--- src/hdl/rtcp_pkg.sv ---
// Purpose: Shared constants and types for the countdown timer and prescaler.
// Assumes: One 50 MHz system clock; the oscillator rate is synthesised by a phase accumulator.
// Notes: Register offsets are byte addresses of the serial register map.

package rtcp_pkg;

    // ------------------------------------------------------------------
    // Clock and oscillator
    // ------------------------------------------------------------------
    localparam int CLK_PERIOD_NS = 20;
    localparam longint CLK_HZ = 64'd1_000_000_000 / CLK_PERIOD_NS;
    localparam longint OSC_HZ = 64'd32768;
    localparam int PHASE_W = 32;
    localparam logic [PHASE_W-1:0] OSC_PHASE_INC =
        PHASE_W'(((64'd1 << PHASE_W) * OSC_HZ + CLK_HZ / 2) / CLK_HZ);

    // ------------------------------------------------------------------
    // Prescaler layout (F0 is bit 0)
    // ------------------------------------------------------------------
    localparam int PRE_W = 15;
    localparam int PRE_LOW_W = 9;
    localparam int PRE_HALT_LSB = 2;
    localparam int TAP_4096 = 2;
    localparam int TAP_1024 = 4;
    localparam int TAP_32 = 9;
    localparam int TAP_1HZ = 14;
    localparam int MIN_DIV = 60;
    localparam int MIN_W = 6;

    // ------------------------------------------------------------------
    // Register map
    // ------------------------------------------------------------------
    localparam logic [3:0] ADDR_CTRL1 = 4'h0;
    localparam logic [3:0] ADDR_CTRL2 = 4'h1;
    localparam logic [3:0] ADDR_CFG = 4'hE;
    localparam logic [3:0] ADDR_VALUE = 4'hF;

    localparam int CTRL1_TEST_BIT = 7;
    localparam int CTRL1_HALT_BIT = 5;
    localparam int CTRL2_PULSE_BIT = 4;
    localparam int CTRL2_DONE_BIT = 2;
    localparam int CTRL2_IRQEN_BIT = 0;
    localparam int CFG_RUN_BIT = 7;

    localparam logic [1:0] SRC_4096 = 2'h0;
    localparam logic [1:0] SRC_64 = 2'h1;
    localparam logic [1:0] SRC_1 = 2'h2;
    localparam logic [1:0] SRC_MIN = 2'h3;
    localparam logic [1:0] CFG_SRC_RESET = SRC_MIN;
    localparam logic CFG_RUN_RESET = 1'b0;
    localparam logic [7:0] VALUE_RESET = 8'h00;

    localparam logic [1:0] CLKSEL_32K = 2'h0;
    localparam logic [1:0] CLKSEL_1024 = 2'h1;
    localparam logic [1:0] CLKSEL_32 = 2'h2;
    localparam logic [1:0] CLKSEL_1 = 2'h3;

    // ------------------------------------------------------------------
    // Carriers
    // ------------------------------------------------------------------
    typedef struct packed {
        logic wrStb;
        logic [3:0] addr;
        logic [7:0] wrData;
    } rtcp_reg_req_t;

    typedef struct packed {
        logic [PHASE_W-1:0] phase;
        logic [PRE_W-1:0] pre;
        logic [MIN_W-1:0] minCnt;
        logic [7:0] count;
        logic [7:0] reload;
        logic run;
        logic [1:0] src;
        logic test;
        logic halt;
        logic pulseSel;
        logic irqEn;
        logic done;
        logic pulse;
        logic irqOe;
        logic secTick;
        logic clkPinOut;
        logic clkPinOe;
        logic [7:0] rdData;
    } rtcp_state_t;

endpackage : rtcp_pkg

--- src/hdl/rtcp_sync_rise.sv ---
// Purpose: Two-stage synchroniser with rising-edge pulse for an asynchronous pin.
// Assumes: Pin pulses are much longer than two system clock periods.
// Notes: Edge pulse lags the pin by three clock edges.

`timescale 1ns/1ps

module rtcp_sync_rise (
    // Clock and reset
    input wire logic mclk,
    input wire logic sys_rst,
    // Pin side
    input wire logic pinIn,
    // Synchronised side
    output logic level,
    output logic rise
);

    logic meta;
    logic prev;

    // First stage feeds only the second stage
    always_ff @(posedge mclk or posedge sys_rst) begin
        if (sys_rst) begin
            meta <= 1'b0;
            level <= 1'b0;
            prev <= 1'b0;
            rise <= 1'b0;
        end else begin
            meta <= pinIn;
            level <= meta;
            prev <= level;
            rise <= level & ~prev;
        end
    end

endmodule // rtcp_sync_rise

--- src/hdl/rtcp_timer.sv ---
// Purpose: Countdown timer, prescaler and halt/test control of the clock block.
// Assumes: Register requests come from the serial decoder on the same clock.
// Notes: Read data appears one cycle after the address is presented.

`timescale 1ns/1ps

// Function
// - Eight-bit down-counter, loaded by software, decrements on each source tick.
// - Source select bits 1:0 pick 4096, 64, 1 or 1/60 Hz; reset 11.
// - Config bit 7 enables the counter; disabled after reset.
// - Completion of each countdown period sets the done flag.
// - Done flag stays set until host writes zero to it.
// - Interrupt enabled: pulse per period or level following done flag.
// - Value register reads return the live count, never frozen.
// - Any value 00h to FFh loads; period is value over source rate, except that 00h never completes.
// - Test bit turns clock-output pin into input replacing 64 Hz.
// - In test mode six stages divide 64 pin edges into one second.
// - Halt bit holds prescaler stages F2 to F14 at zero until written back to zero.
// - After halt release in test mode, first second after 32 edges.
// - Test mode entry is unsynchronised; prescaler state is unknown then.
// - Halt holds stages F2 to F14 reset; no one-second ticks.
// - Halt keeps 32.768 kHz output, suppresses 1.024 kHz, 32 Hz, 1 Hz.
// - Stages F0 and F1 ignore halt, giving restart jitter.
// - Time increments on each rising edge of stage F14.
// - Stage F0 advances at the 32.768 kHz oscillator rate.
// - Reset clears config bit 7 and sets bits 1:0.
module rtcp_timer #(
    parameter longint CLK_HZ = rtcp_pkg::CLK_HZ
) (
    // Clock and reset
    input wire logic mclk,
    input wire logic sys_rst,
    // Register access from the serial decoder
    input wire rtcp_pkg::rtcp_reg_req_t regReq,
    output logic [7:0] regRdData,
    // Clock-output selection from its own control register
    input wire logic clkOutEnable,
    input wire logic [1:0] clkOutSel,
    // Clock-output pin, also test tick input
    input wire logic clkPinIn,
    output logic clkPinOut,
    output logic clkPinOe,
    // Open-drain interrupt pin
    output logic irqPinOut,
    output logic irqPinOe,
    // Status toward the calendar counters
    output logic secTick,
    output logic countdownDone
);

    // ------------------------------------------------------------------
    // Elaboration checks
    // ------------------------------------------------------------------
    localparam int PW = rtcp_pkg::PHASE_W;
    // Phase step follows this instance's clock, not the package default
    localparam logic [PW-1:0] PHASE_INC =
        PW'(((64'd1 << PW) * rtcp_pkg::OSC_HZ + CLK_HZ / 2) / CLK_HZ);

    // Below four clocks per oscillator tick the 4096 Hz stage can skip edges
    if (CLK_HZ < 4 * rtcp_pkg::OSC_HZ) begin : g_clk_check
        $error("rtcp_timer: system clock too slow for the oscillator tick");
    end

    // ------------------------------------------------------------------
    // State and combinational signals
    // ------------------------------------------------------------------
    rtcp_pkg::rtcp_state_t s;
    rtcp_pkg::rtcp_state_t next_s;
    logic extRise;
    logic oscTick;
    logic carry64;
    logic ev64;
    logic tick4k;
    logic tick64;
    logic tick1;
    logic tickMin;
    logic srcTick;
    logic doneEv;
    logic wrCtrl1;
    logic wrCtrl2;
    logic wrCfg;
    logic wrValue;
    logic [rtcp_pkg::PHASE_W:0] phaseSum;
    logic [rtcp_pkg::PRE_LOW_W:0] lowSum;

    rtcp_sync_rise u_ext_sync (
        .mclk(mclk),
        .sys_rst(sys_rst),
        .pinIn(clkPinIn),
        .level(),
        .rise(extRise)
    );

    assign wrCtrl1 = regReq.wrStb && (regReq.addr == rtcp_pkg::ADDR_CTRL1);
    assign wrCtrl2 = regReq.wrStb && (regReq.addr == rtcp_pkg::ADDR_CTRL2);
    assign wrCfg = regReq.wrStb && (regReq.addr == rtcp_pkg::ADDR_CFG);
    assign wrValue = regReq.wrStb && (regReq.addr == rtcp_pkg::ADDR_VALUE);

    always_comb begin
        next_s = s;

        // --------------------------------------------------------------
        // Prescaler
        // --------------------------------------------------------------
        phaseSum = {1'b0, s.phase} + {1'b0, PHASE_INC};
        next_s.phase = phaseSum[rtcp_pkg::PHASE_W-1:0];
        oscTick = phaseSum[rtcp_pkg::PHASE_W];
        lowSum = {1'b0, s.pre[rtcp_pkg::PRE_LOW_W-1:0]} + {{rtcp_pkg::PRE_LOW_W{1'b0}}, oscTick};
        next_s.pre[rtcp_pkg::PRE_LOW_W-1:0] = lowSum[rtcp_pkg::PRE_LOW_W-1:0];
        carry64 = lowSum[rtcp_pkg::PRE_LOW_W];
        // Pin edges take over the 64 Hz stage; no alignment on entry
        ev64 = s.test ? extRise : carry64;
        next_s.pre[rtcp_pkg::PRE_W-1:rtcp_pkg::PRE_LOW_W] =
            s.pre[rtcp_pkg::PRE_W-1:rtcp_pkg::PRE_LOW_W] + {5'h00, ev64};
        if (s.halt) begin
            // F0 and F1 keep running, hence the restart jitter
            next_s.pre[rtcp_pkg::PRE_W-1:rtcp_pkg::PRE_HALT_LSB] = '0;
        end
        tick4k = ~s.pre[rtcp_pkg::TAP_4096] & next_s.pre[rtcp_pkg::TAP_4096];
        tick64 = ev64 & ~s.halt;
        tick1 = ~s.pre[rtcp_pkg::TAP_1HZ] & next_s.pre[rtcp_pkg::TAP_1HZ];
        next_s.secTick = tick1;
        tickMin = 1'b0;
        if (tick1) begin
            if (s.minCnt == 6'(rtcp_pkg::MIN_DIV - 1)) begin
                next_s.minCnt = '0;
                tickMin = 1'b1;
            end else begin
                next_s.minCnt = s.minCnt + 6'h01;
            end
        end

        // --------------------------------------------------------------
        // Countdown
        // --------------------------------------------------------------
        unique case (s.src)
            rtcp_pkg::SRC_4096: srcTick = tick4k;
            rtcp_pkg::SRC_64: srcTick = tick64;
            rtcp_pkg::SRC_1: srcTick = tick1;
            rtcp_pkg::SRC_MIN: srcTick = tickMin;
        endcase
        doneEv = 1'b0;
        if (s.run && srcTick) begin
            if (s.count == 8'h01) begin
                next_s.count = s.reload;
                doneEv = 1'b1;
            end else if (s.count == 8'h00) begin
                next_s.count = s.reload;
            end else begin
                next_s.count = s.count - 8'h01;
            end
        end
        if (doneEv) begin
            next_s.pulse = 1'b1;
        end else if (srcTick) begin
            next_s.pulse = 1'b0;
        end

        // --------------------------------------------------------------
        // Register writes
        // --------------------------------------------------------------
        if (wrValue) begin
            next_s.reload = regReq.wrData;
            next_s.count = regReq.wrData;
        end
        if (wrCfg) begin
            next_s.run = regReq.wrData[rtcp_pkg::CFG_RUN_BIT];
            next_s.src = regReq.wrData[1:0];
        end
        if (wrCtrl1) begin
            next_s.test = regReq.wrData[rtcp_pkg::CTRL1_TEST_BIT];
            next_s.halt = regReq.wrData[rtcp_pkg::CTRL1_HALT_BIT];
        end
        if (wrCtrl2) begin
            next_s.pulseSel = regReq.wrData[rtcp_pkg::CTRL2_PULSE_BIT];
            next_s.irqEn = regReq.wrData[rtcp_pkg::CTRL2_IRQEN_BIT];
            if (!regReq.wrData[rtcp_pkg::CTRL2_DONE_BIT]) begin
                next_s.done = 1'b0;
            end
        end
        // Set after clear so a same-cycle completion is not lost
        if (doneEv) begin
            next_s.done = 1'b1;
        end

        // --------------------------------------------------------------
        // Pins and read-back
        // --------------------------------------------------------------
        next_s.irqOe = next_s.irqEn && (next_s.pulseSel ? next_s.pulse : next_s.done);
        unique case (clkOutSel)
            rtcp_pkg::CLKSEL_32K: next_s.clkPinOut = s.phase[rtcp_pkg::PHASE_W-1];
            rtcp_pkg::CLKSEL_1024: next_s.clkPinOut = s.pre[rtcp_pkg::TAP_1024];
            rtcp_pkg::CLKSEL_32: next_s.clkPinOut = s.pre[rtcp_pkg::TAP_32];
            rtcp_pkg::CLKSEL_1: next_s.clkPinOut = s.pre[rtcp_pkg::TAP_1HZ];
        endcase
        next_s.clkPinOe = clkOutEnable && !next_s.test;
        next_s.rdData = 8'h00;
        if (regReq.addr == rtcp_pkg::ADDR_CTRL1) begin
            next_s.rdData[rtcp_pkg::CTRL1_TEST_BIT] = s.test;
            next_s.rdData[rtcp_pkg::CTRL1_HALT_BIT] = s.halt;
        end else if (regReq.addr == rtcp_pkg::ADDR_CTRL2) begin
            next_s.rdData[rtcp_pkg::CTRL2_PULSE_BIT] = s.pulseSel;
            next_s.rdData[rtcp_pkg::CTRL2_DONE_BIT] = s.done;
            next_s.rdData[rtcp_pkg::CTRL2_IRQEN_BIT] = s.irqEn;
        end else if (regReq.addr == rtcp_pkg::ADDR_CFG) begin
            next_s.rdData[rtcp_pkg::CFG_RUN_BIT] = s.run;
            next_s.rdData[1:0] = s.src;
        end else if (regReq.addr == rtcp_pkg::ADDR_VALUE) begin
            // Live count; the host must compare two reads itself
            next_s.rdData = s.count;
        end
    end

    // ------------------------------------------------------------------
    // State register
    // ------------------------------------------------------------------
    always_ff @(posedge mclk or posedge sys_rst) begin
        if (sys_rst) begin
            s <= '0;
            s.run <= rtcp_pkg::CFG_RUN_RESET;
            s.src <= rtcp_pkg::CFG_SRC_RESET;
            s.count <= rtcp_pkg::VALUE_RESET;
            s.reload <= rtcp_pkg::VALUE_RESET;
        end else begin
            s <= next_s;
        end
    end

    assign regRdData = s.rdData;
    assign clkPinOut = s.clkPinOut;
    assign clkPinOe = s.clkPinOe;
    assign irqPinOut = 1'b0;
    assign irqPinOe = s.irqOe;
    assign secTick = s.secTick;
    assign countdownDone = s.done;

    // ------------------------------------------------------------------
    // Assertions
    // ------------------------------------------------------------------
    a_count_decrement: assert property (
        @(posedge mclk) disable iff (sys_rst)
        s.run && srcTick && (s.count > 8'h01) && !wrValue |=> s.count == $past(s.count) - 8'h01)
        else $error("countdown did not decrement by one");

    a_reload_wrap: assert property (
        @(posedge mclk) disable iff (sys_rst)
        s.run && srcTick && (s.count == 8'h01) && !wrValue
        |=> (s.count == $past(s.reload)) && s.done)
        else $error("countdown did not reload at zero");

    a_done_sticky: assert property (
        @(posedge mclk) disable iff (sys_rst)
        s.done && !(wrCtrl2 && !regReq.wrData[rtcp_pkg::CTRL2_DONE_BIT]) |=> s.done)
        else $error("done flag cleared without a host write");

    a_done_set: assert property (
        @(posedge mclk) disable iff (sys_rst)
        doneEv |=> s.done ##1 (!s.pulseSel || !s.irqEn || irqPinOe))
        else $error("completion did not set the done flag");

    a_level_irq: assert property (
        @(posedge mclk) disable iff (sys_rst)
        s.irqEn && !s.pulseSel && s.done && $past(s.done) |-> irqPinOe && !irqPinOut)
        else $error("level interrupt not following done flag");

    a_pulse_release: assert property (
        @(posedge mclk) disable iff (sys_rst)
        s.pulse && srcTick && !doneEv |=> !s.pulse && !(s.pulseSel && irqPinOe))
        else $error("pulsed interrupt held past one source period");

    a_halt_clears: assert property (
        @(posedge mclk) disable iff (sys_rst)
        s.halt |=> s.pre[rtcp_pkg::PRE_W-1:rtcp_pkg::PRE_HALT_LSB] == '0)
        else $error("prescaler upper stages not held at zero");

    a_halt_no_sec: assert property (
        @(posedge mclk) disable iff (sys_rst)
        s.halt && $past(s.halt) |-> !secTick)
        else $error("second tick produced while halted");

    a_test_pin_input: assert property (
        @(posedge mclk) disable iff (sys_rst)
        s.test |-> !clkPinOe)
        else $error("clock-output pin driven in test mode");

    a_config_write: assert property (
        @(posedge mclk) disable iff (sys_rst)
        wrCfg |=> (s.src == $past(regReq.wrData[1:0]))
                  && (s.run == $past(regReq.wrData[rtcp_pkg::CFG_RUN_BIT])))
        else $error("configuration write not taken");

    a_done_set_wins: assert property (
        @(posedge mclk) disable iff (sys_rst)
        doneEv && wrCtrl2 && !regReq.wrData[rtcp_pkg::CTRL2_DONE_BIT] |=> s.done)
        else $error("same-cycle clear beat a countdown completion");

    a_sec_single: assert property (
        @(posedge mclk) disable iff (sys_rst)
        secTick |=> !secTick)
        else $error("second tick longer than one cycle");

    a_clock_output_pin_halted: assert property (
        @(posedge mclk) disable iff (sys_rst)
        $past(s.halt, 2) && ($past(clkOutSel) != rtcp_pkg::CLKSEL_32K) |-> !clkPinOut)
        else $error("divided clock output not suppressed while halted");

    a_ext_count: assert property (
        @(posedge mclk) disable iff (sys_rst)
        s.test && !s.halt && extRise
        |=> s.pre[rtcp_pkg::PRE_W-1:rtcp_pkg::PRE_LOW_W]
            == $past(s.pre[rtcp_pkg::PRE_W-1:rtcp_pkg::PRE_LOW_W]) + 6'h01)
        else $error("pin edge not counted by the upper stages");

endmodule // rtcp_timer

--- config.mk ---
export PLATFORM = sky130hd
export DESIGN_NAME = rtcp_timer
export DESIGN_NICKNAME = d
export VERILOG_FILES = /design/src/hdl/rtcp_pkg.sv /design/src/hdl/rtcp_sync_rise.sv /design/src/hdl/rtcp_timer.sv
export SDC_FILE = /design/constraint.sdc
export NUM_CORES = 1
export LEC_CHECK = 0
export ABC_CLOCK_PERIOD_IN_PS = 6320
export BUFFER_PORTS_ARGS = -buffer_cell sky130_fd_sc_hd__buf_2
export CORE_ASPECT_RATIO = 1.25
export CORE_UTILIZATION = 55
export DETAILED_ROUTE_END_ITERATION = 7
export HOLD_SLACK_MARGIN = 0.03
export PLACE_DENSITY = 0.74
export SLEW_MARGIN = 20
export SYNTH_ARGS = -nofsm -noshare
export SYNTH_HDL_FRONTEND = slang
export SYNTH_HIERARCHICAL = 1
export SYNTH_SLANG_ARGS = --single-unit
--- constraint.sdc ---
create_clock -name mclk -period 6.32 [get_ports mclk]
set_input_delay 0.632 -clock mclk [delete_from_list [all_inputs] [get_ports mclk]]
set_output_delay 0.632 -clock mclk [all_outputs]
set_load 0.01 [all_outputs]
==> After elaboration in Yosys (flattened, before gate mapping) <==
Index checks and enable logic that the tools add are counted.
{ "classes": {"div_mod_pow": 0, "bitwise_logic": 8, "n_eq_ne": 11, "mux": 34, "multipliers": 0, "n_addsub": 5, "n_reduce_logical": 13, "n_shift": 0, "magnitude_cmp": 0} }
{ "op_table": {"columns": ["op", "n"], "rows": [
  ["$add 32x22->33 const B", 1],
  ["$mux 8", 4],
  ["$mux 1", 19],
  ["$mux 16", 1],
  ["$mux 13", 1],
  ["$add 9x1->10", 1],
  ["$mux 5", 2],
  ["$eq 2x2->1 const B", 4],
  ["$eq 4x4->1 const B", 2],
  ["$eq 8x1->1 const B", 1],
  ["$logic_not 8->1", 1],
  ["$pmux 1 s4", 2],
  ["$sub 8x1->8 const B", 1],
  ["$logic_and 1x1->1", 7],
  ["$add 6x1->6", 1],
  ["$add 6x1->6 const B", 1],
  ["$eq 6x6->1 const B", 1],
  ["$mux 3", 2],
  ["$mux 6", 1],
  ["$and 1x1->1", 4],
  ["$eq 2x1->1 const B", 2],
  ["$eq 4x1->1 const B", 1],
  ["$logic_not 2->1", 2],
  ["$logic_not 4->1", 1],
  ["other kinds (4)", 8]
]} }
{ "totals": {"mem_bits_rw": 0, "out_inout_bits": 14, "latchBits": 0, "in_bits": 19, "ff_bits": 94, "n_memories": 0, "word_cells": 93, "mem_bits_ro": 0} }

==> Depth between registers and ports, before layout <==
{ "logic_depth": {"depth_word": 13, "ltp_mapped": 16, "mapped_depth_nobuf": 15} }

==> Hierarchy <==
The synthesis kept the hierarchy.
{ "by_module_without_submodules": {"columns": ["mod", "area_each_um2", "seq_area_each_um2", "n_inst", "cells_per_inst"], "rows": [
  ["rtcp_timer", 4206.5, 2229.6, 1, 405],
  ["rtcp_sync_rise", 117.6, 100.1, 1, 6]
]} }

==> Least setup slack after synthesis <==
No wires, ideal clock.
{ "synth_path": {"path_kind": "reg2reg", "from": "reg s[63] in the netlist's numbering", "to": "reg s (netlist bit irqPinOe)", "path_stages_with_launch": 17, "t_arrival_ps": 3678, "setup_slack_ps": 2565, "n_path_buf": 1, "setup_time_ps": 78, "required_time_ps": 6242, "period_less_slack_ps": 3755, "cell_sequence": "dfrtp_1 -> nand3_1 -> o21ai_0 -> a221o_1 -> a31oi_1 -> nor3b_1 -> ha_1 -> nand3_1 -> o41ai_2 -> ha_1 -> nand3_1 -> nor4_1 -> nand3_1 -> o22ai_1 -> buf_2 -> nand3_1 -> a21boi_1"} }
{ "synth_rtl": {"columns": ["item", "line_no", "rtl"], "rows": [
  ["from (decl)", "rtcp_timer.sv:67", "rtcp_pkg::rtcp_state_t s;"],
  ["from (signal assigned)", "rtcp_timer.sv:225", "s <= next_s;"]
]} }

==> Worst setup path in the final report <==
{ "layout_path": {"from": "reg s[63] in the netlist's numbering", "to": "reg s[33] in the netlist's numbering"} }
{ "layout_via": {"elab_chain_cells": 10, "elab_cells_between_ends": 12, "classes_between": "add/sub (3); mux (4); bitwise (3); reduce/logical (2)"} }
{ "layout_lines": {"columns": ["item", "line_no", "rtl"], "rows": [
  ["$add 32x22->33 *", "rtcp_timer.sv:105", "phaseSum = {1'b0, s.phase} + {1'b0, PHASE_INC};"],
  ["$add 9x1->10 *", "rtcp_timer.sv:108", "lowSum = {1'b0, s.pre[rtcp_pkg::PRE_LOW_W-1:0]} + {{rtcp_pkg::PRE_LOW_W{1'b0}}, oscTick};"],
  ["$mux 1", "rtcp_timer.sv:112", "ev64 = s.test ? extRise : carry64;"],
  ["$add 6x1->6", "rtcp_timer.sv:114", "s.pre[rtcp_pkg::PRE_W-1:rtcp_pkg::PRE_LOW_W] + {5'h00, ev64};"],
  ["$mux 13", "rtcp_timer.sv:115", "if (s.halt) begin"],
  ["$and 1x1->1", "rtcp_timer.sv:121", "tick1 = ~s.pre[rtcp_pkg::TAP_1HZ] & next_s.pre[rtcp_pkg::TAP_1HZ];"],
  ["$mux 1", "rtcp_timer.sv:124", "if (tick1) begin"],
  ["$pmux 1 s4 *", "rtcp_timer.sv:136", "unique case (s.src)"],
  ["$logic_and 1x1->1 *", "rtcp_timer.sv:143", "if (s.run && srcTick) begin"],
  ["$reduce_bool 2->1 (no source line) *", null, null]
]} }
Every way passes the cells marked *; elsewhere a longest branch is shown, timed or not.
A chain may end at the register's enable or synchronous reset.

==> impl_results.html <==
<table>
<tr><th>Metric</th><th>Value</th></tr>
<tr><th colspan="2">Outcome</th></tr>
<tr><td>Outcome</td><td>finished, final reports clean</td></tr>
<tr><th colspan="2">Synthesis</th></tr>
<tr><td>Average size of a mapped cell</td><td>around 11 um2</td></tr>
<tr><td>Gate count of the mapped netlist</td><td>roughly 410</td></tr>
<tr><td>Mapped cell area</td><td>~4300 um2</td></tr>
<tr><td>Synth Register Bits</td><td>93</td></tr>
<tr><td>Yosys warning count</td><td>6</td></tr>
<tr><td>Post-synth top area cell</td><td>dfrtp_1</td></tr>
<tr><td>Proportion of register bits with asynchronous set or reset after synthesis</td><td>1.000</td></tr>
<tr><td>Share of the yosys chip area belonging to registers</td><td>0.5388</td></tr>
<tr><td>Yosys cell types</td><td>just over 50</td></tr>
<tr><td>Main area contributors after synthesis</td><td>dfrtp_1 53%, nand2_1 4.9%, xor2_1 4.5%, xnor2_1 3.8%, nor2_1 2.9%</td></tr>
<tr><td>Number of flops mapped to enable cells by yosys</td><td>0</td></tr>
<tr><td>Syn Nets</td><td>439</td></tr>
<tr><td>Primary flip-flop cell chosen by synthesis mapping</td><td>dfrtp_1</td></tr>
<tr><td>Proportion of netlist area held by the largest area contributor</td><td>0.5266</td></tr>
<tr><th colspan="2">Clocking</th></tr>
<tr><td>Total of cells resized after clock tree synthesis</td><td>0</td></tr>
<tr><td>H-tree level count</td><td>3</td></tr>
<tr><td>TritonCTS sink count</td><td>between 90 and 100</td></tr>
<tr><td>Clock latency on the worst-skew pair</td><td>approximately 0.36 ns</td></tr>
<tr><td>TritonCTS Buffers</td><td>9</td></tr>
<tr><td>Clock slew at the register clock pins of the worst setup and hold paths</td><td>~0.090 ns</td></tr>
<tr><td>Total setup buffers inserted after CTS</td><td>0</td></tr>
<tr><td>Cell at the root of the clock tree</td><td>clkbuf_8</td></tr>
<tr><td>Hold buffers post-CTS</td><td>0</td></tr>
<tr><td>Max Buffers Root-to-Sink</td><td>2</td></tr>
<tr><td>Clock tree from TritonCTS</td><td>built</td></tr>
<tr><th colspan="2">Floorplan</th></tr>
<tr><td>Effective utilization at floorplan</td><td>0.5774</td></tr>
<tr><td>Row count</td><td>35</td></tr>
<tr><td>Floorplan die height</td><td>101.1 um</td></tr>
<tr><td>Number of I/O pins</td><td>33</td></tr>
<tr><td>Die area</td><td>8223 um2</td></tr>
<tr><td>Standard cell core area</td><td>around 7500 um2</td></tr>
<tr><td>Width of the die</td><td>81.31 um</td></tr>
<tr><th colspan="2">Min path</th></tr>
<tr><td>Kind of path behind the tightest hold check</td><td>primary input to asynchronous set/reset pin</td></tr>
<tr><th colspan="2">Finish</th></tr>
<tr><td>Proportion of layout cells with a drive suffix above 1</td><td>0.1598</td></tr>
<tr><td>Final net count</td><td>between 400 and 500</td></tr>
<tr><td>Diodes inserted</td><td>0</td></tr>
<tr><td>Most frequent standard cell in the layout excluding fill and tap cells</td><td>dfrtp_1</td></tr>
<tr><td>Highest-count cells in the layout ignoring fill and taps</td><td>91 x dfrtp_1, 57 x nand2_1, 33 x nor2_1</td></tr>
<tr><td>Fill cell instance count of the final layout</td><td>620</td></tr>
<tr><td>Growth of design area from synthesis to finish</td><td>9.317%</td></tr>
<tr><th colspan="2">Pwr</th></tr>
<tr><td>Power density over the cells</td><td>286.7 nW/um2</td></tr>
<tr><td>NetSw</td><td>between 0.0003 and 0.0004 W</td></tr>
<tr><td>Pint</td><td>0.0009980 W</td></tr>
<tr><td>Share of power burned in the clock network</td><td>0.353</td></tr>
<tr><td>Pwr Total</td><td>0.001355 W</td></tr>
<tr><td>Maximum ir drop on the vdd rail</td><td>between 0.15 and 0.2 mV</td></tr>
<tr><td>Sequential Power Share</td><td>0.519</td></tr>
<tr><td>Switching fraction of total power</td><td>0.2637</td></tr>
<tr><td>Combinational share of power</td><td>0.128</td></tr>
<tr><td>Static power due to leakage</td><td>~2.3 nW</td></tr>
<tr><th colspan="2">Worst setup path</th></tr>
<tr><td>Critical path buffers and inverters</td><td>1</td></tr>
<tr><td>Worst-case register-to-register setup slack</td><td>about 1.8 ns</td></tr>
<tr><td>CP Data Required Time</td><td>about 6.6 ns</td></tr>
<tr><td>Highest fanout seen on the critical path</td><td>15</td></tr>
<tr><td>Slowest Stage Delay on Critical Path</td><td>~0.56 ns</td></tr>
<tr><td>Crit path capture type</td><td>flip-flop</td></tr>
<tr><td>Most frequent CP cell</td><td>nand3_1</td></tr>
<tr><td>Cells along the critical path</td><td>nand3_1 &gt; o21ai_0 &gt; a221o_1 &gt; a31oi_1 &gt; nor3b_1 &gt; ha_1 &gt; nand3_1 &gt; o41ai_2 &gt; ha_1 &gt; nand3_1 &gt; nor4_1 &gt; buf_4 &gt; nand3_1 &gt; o22ai_2 &gt; a31oi_1 &gt; a211o_1</td></tr>
<tr><td>Setup Crit Path Kind</td><td>flip-flop to flip-flop</td></tr>
<tr><td>Crit path max-delay family</td><td>compound AO/OA/AOI/OAI gates</td></tr>
<tr><td>CP max-delay cell</td><td>o22ai_2</td></tr>
<tr><td>Worst Setup Start Kind</td><td>flip-flop</td></tr>
<tr><td>Arrival time at the worst endpoint</td><td>between 4 and 5 ns</td></tr>
<tr><th colspan="2">Drt</th></tr>
<tr><td>Vias</td><td>roughly 2.9k</td></tr>
<tr><td>Detail Route Antenna Nets</td><td>0</td></tr>
<tr><td>Number of vias per cell</td><td>about 5.5</td></tr>
<tr><td>Routed length per placed instance</td><td>approximately 14 um</td></tr>
<tr><td>Detailed Route Iter0 Violations</td><td>184</td></tr>
<tr><td>Final wirelength</td><td>between 7 and 8 mm</td></tr>
<tr><td>First-pass detailed-route iteration total</td><td>4</td></tr>
<tr><td>DRC errors left</td><td>0</td></tr>
<tr><th colspan="2">Place</th></tr>
<tr><td>IO Port Bufs</td><td>31</td></tr>
<tr><td>Pre-CTS setup slack</td><td>~1.4 ns</td></tr>
<tr><td>Placer's final routability congestion estimate</td><td>about 0.80</td></tr>
<tr><td>Detailed placer's ending HPWL</td><td>about 5.3 mm</td></tr>
<tr><th colspan="2">Timing</th></tr>
<tr><td>Final critical-path share of the clock period</td><td>0.7200</td></tr>
<tr><td>Sum of negative setup slack</td><td>0 ns</td></tr>
<tr><td>Max Clock Freq</td><td>around 220 MHz</td></tr>
<tr><td>Slew Limit Headroom</td><td>0.4926</td></tr>
<tr><td>Final worst setup slack</td><td>~1.8 ns</td></tr>
<tr><td>Post-Route Skew</td><td>roughly 0.0074 ns</td></tr>
<tr><td>Number of hold violations in the final report</td><td>0</td></tr>
<tr><td>Count of endpoints failing setup in the final report</td><td>0</td></tr>
<tr><td>Slew at the pin closest to its max-slew limit</td><td>between 0.7 and 0.8 ns</td></tr>
<tr><td>Final Max Slew Viols</td><td>0</td></tr>
<tr><td>Time the final worst path needs with I/O delays and setup</td><td>roughly 4.6 ns</td></tr>
<tr><td>RSZ-0062 raised after global routing</td><td>false</td></tr>
<tr><th colspan="2">GRT</th></tr>
<tr><td>Largest net degree at the start of global routing</td><td>90</td></tr>
<tr><td>First-pass GRT wire length</td><td>13.01 mm</td></tr>
<tr><td>Antenna violations before repair</td><td>0</td></tr>
<tr><td>Vias in the first global route</td><td>slightly below 3k</td></tr>
<tr><td>Remaining Overflow, GRT</td><td>0</td></tr>
<tr><td>Overall track demand over capacity in global routing</td><td>0.2080</td></tr>
<tr><th colspan="2">Run</th></tr>
<tr><td>Number of max-cap violations</td><td>0</td></tr>
</table>
## state kept, by name, indices dropped and copies added, names as in the netlist
signal and cells:
countdownDone 1, u_ext_sync/level 1, u_ext_sync/meta 1, clkPinOut 1, irqPinOe 1, s 76, secTick 1, clkPinOe 1
regRdData 8, u_ext_sync/prev 1, u_ext_sync/rise 1
## power groups by stage
| stage | clock (W) | combinational, W | sequential, W |
|---|---|---|---|
| final | 0.000479 | 0.000173 | 0.000704 |
| after global routing | 0.000512 | 0.000197 | 0.000712 |
| after CTS | 0.000486 | 0.000174 | 0.000703 |
| after detailed placement | 0 | 0.000172 | 0.000714 |
| after global placement | 0 | 0.000167 | 0.000712 |
| after floorplan | 0 | 0.000153 | 0.000688 |
## synth_stat cells, types with 6 or more instances
cell	n
dfrtp_1	91
nand2_1	57
nor2_1	33
xor2_1	22
nand3_1	19
xnor2_1	19
o21ai_0	14
inv_1	13
nor3_1	13
and3_1	10
a21oi_1	9
buf_4	9
ha_1	9
mux2_2	9
clkbuf_1	8
nor3b_1	6
## worst paths after layout
kind | startpoint | end | cells after the start
worst max-delay path | s[63] | s[33] | 16
worst min-delay path | sys_rst | u_ext_sync/prev | 2
worst max register to register | s[63] | s[33] | 16
worst min register to register | u_ext_sync/meta | u_ext_sync/level | 0
max in group asynchronous | sys_rst | s[12] | 3
min in group mclk | u_ext_sync/meta | u_ext_sync/level | 0
## logic make-up (layout without fill, tap and decap cells)
kind of cell | Yosys count | after routing | synth area share
AND/OR/NAND/NOR | 162 | 162 | 0.1823
flip-flops | 93 | 93 | 0.5388
AO/OA/AOI/OAI | 55 | 55 | 0.08507
XOR/XNOR | 41 | 41 | 0.08304
buffers and inverters | 35 | 62 | 0.04369
multiplexers | 15 | 15 | 0.04022
adder cells (fa/ha/maj) | 9 | 9 | 0.02604
other | 1 | 1 | 0.0008672
## metal layers
layer | up-vias | wire, um | track usage
li1 | 1442 | - | -
met1 | 1430 | 3555 | 0.2797
met2 | 55 | 3721 | 0.3256
met3 | 10 | 235 | 0.03784
met4 | 0 | 131 | 0.09615
met5 | - | 0 | 0
## final cells by class
class / instances / area, um2 / share of cell area
Sequential cell: 93 / 2330 / 0.4929
Timing Repair Buffer: 33 / 173.9 / 0.03679
Multi-Input combinational cell: 283 / 1812 / 0.3833
Tap cell: 92 / 115.1 / 0.02435
Clock inverter: 6 / 108.9 / 0.02303
Clock buffer: 10 / 137.6 / 0.02912
Inverter: 13 / 50.05 / 0.01059
## worst reg2reg max path, delay by kind of cell, from the launching register on
family                   cells  cell delay, ns
flip-flops                   1            0.41
adder cells (fa/ha/maj)      2            0.47
buffers and inverters        1            0.22
AO/OA/AOI/OAI                7            2.31
AND/OR/NAND/NOR              6            1.03
## metrics by stage
step                area [um2]  instances  hold WS [ns]  utilization
floorplan                 4324        411        0.3312            -
global placement          4471        514        0.3341       0.5970
detailed placement        4471        514        0.3449       0.5970
CTS                       4717        530        0.1425       0.6299
global route              4727        530        0.1524       0.6312
finish                    4727        530        0.1524       0.6312
Note: power is estimated with default switching activity, not from simulation.
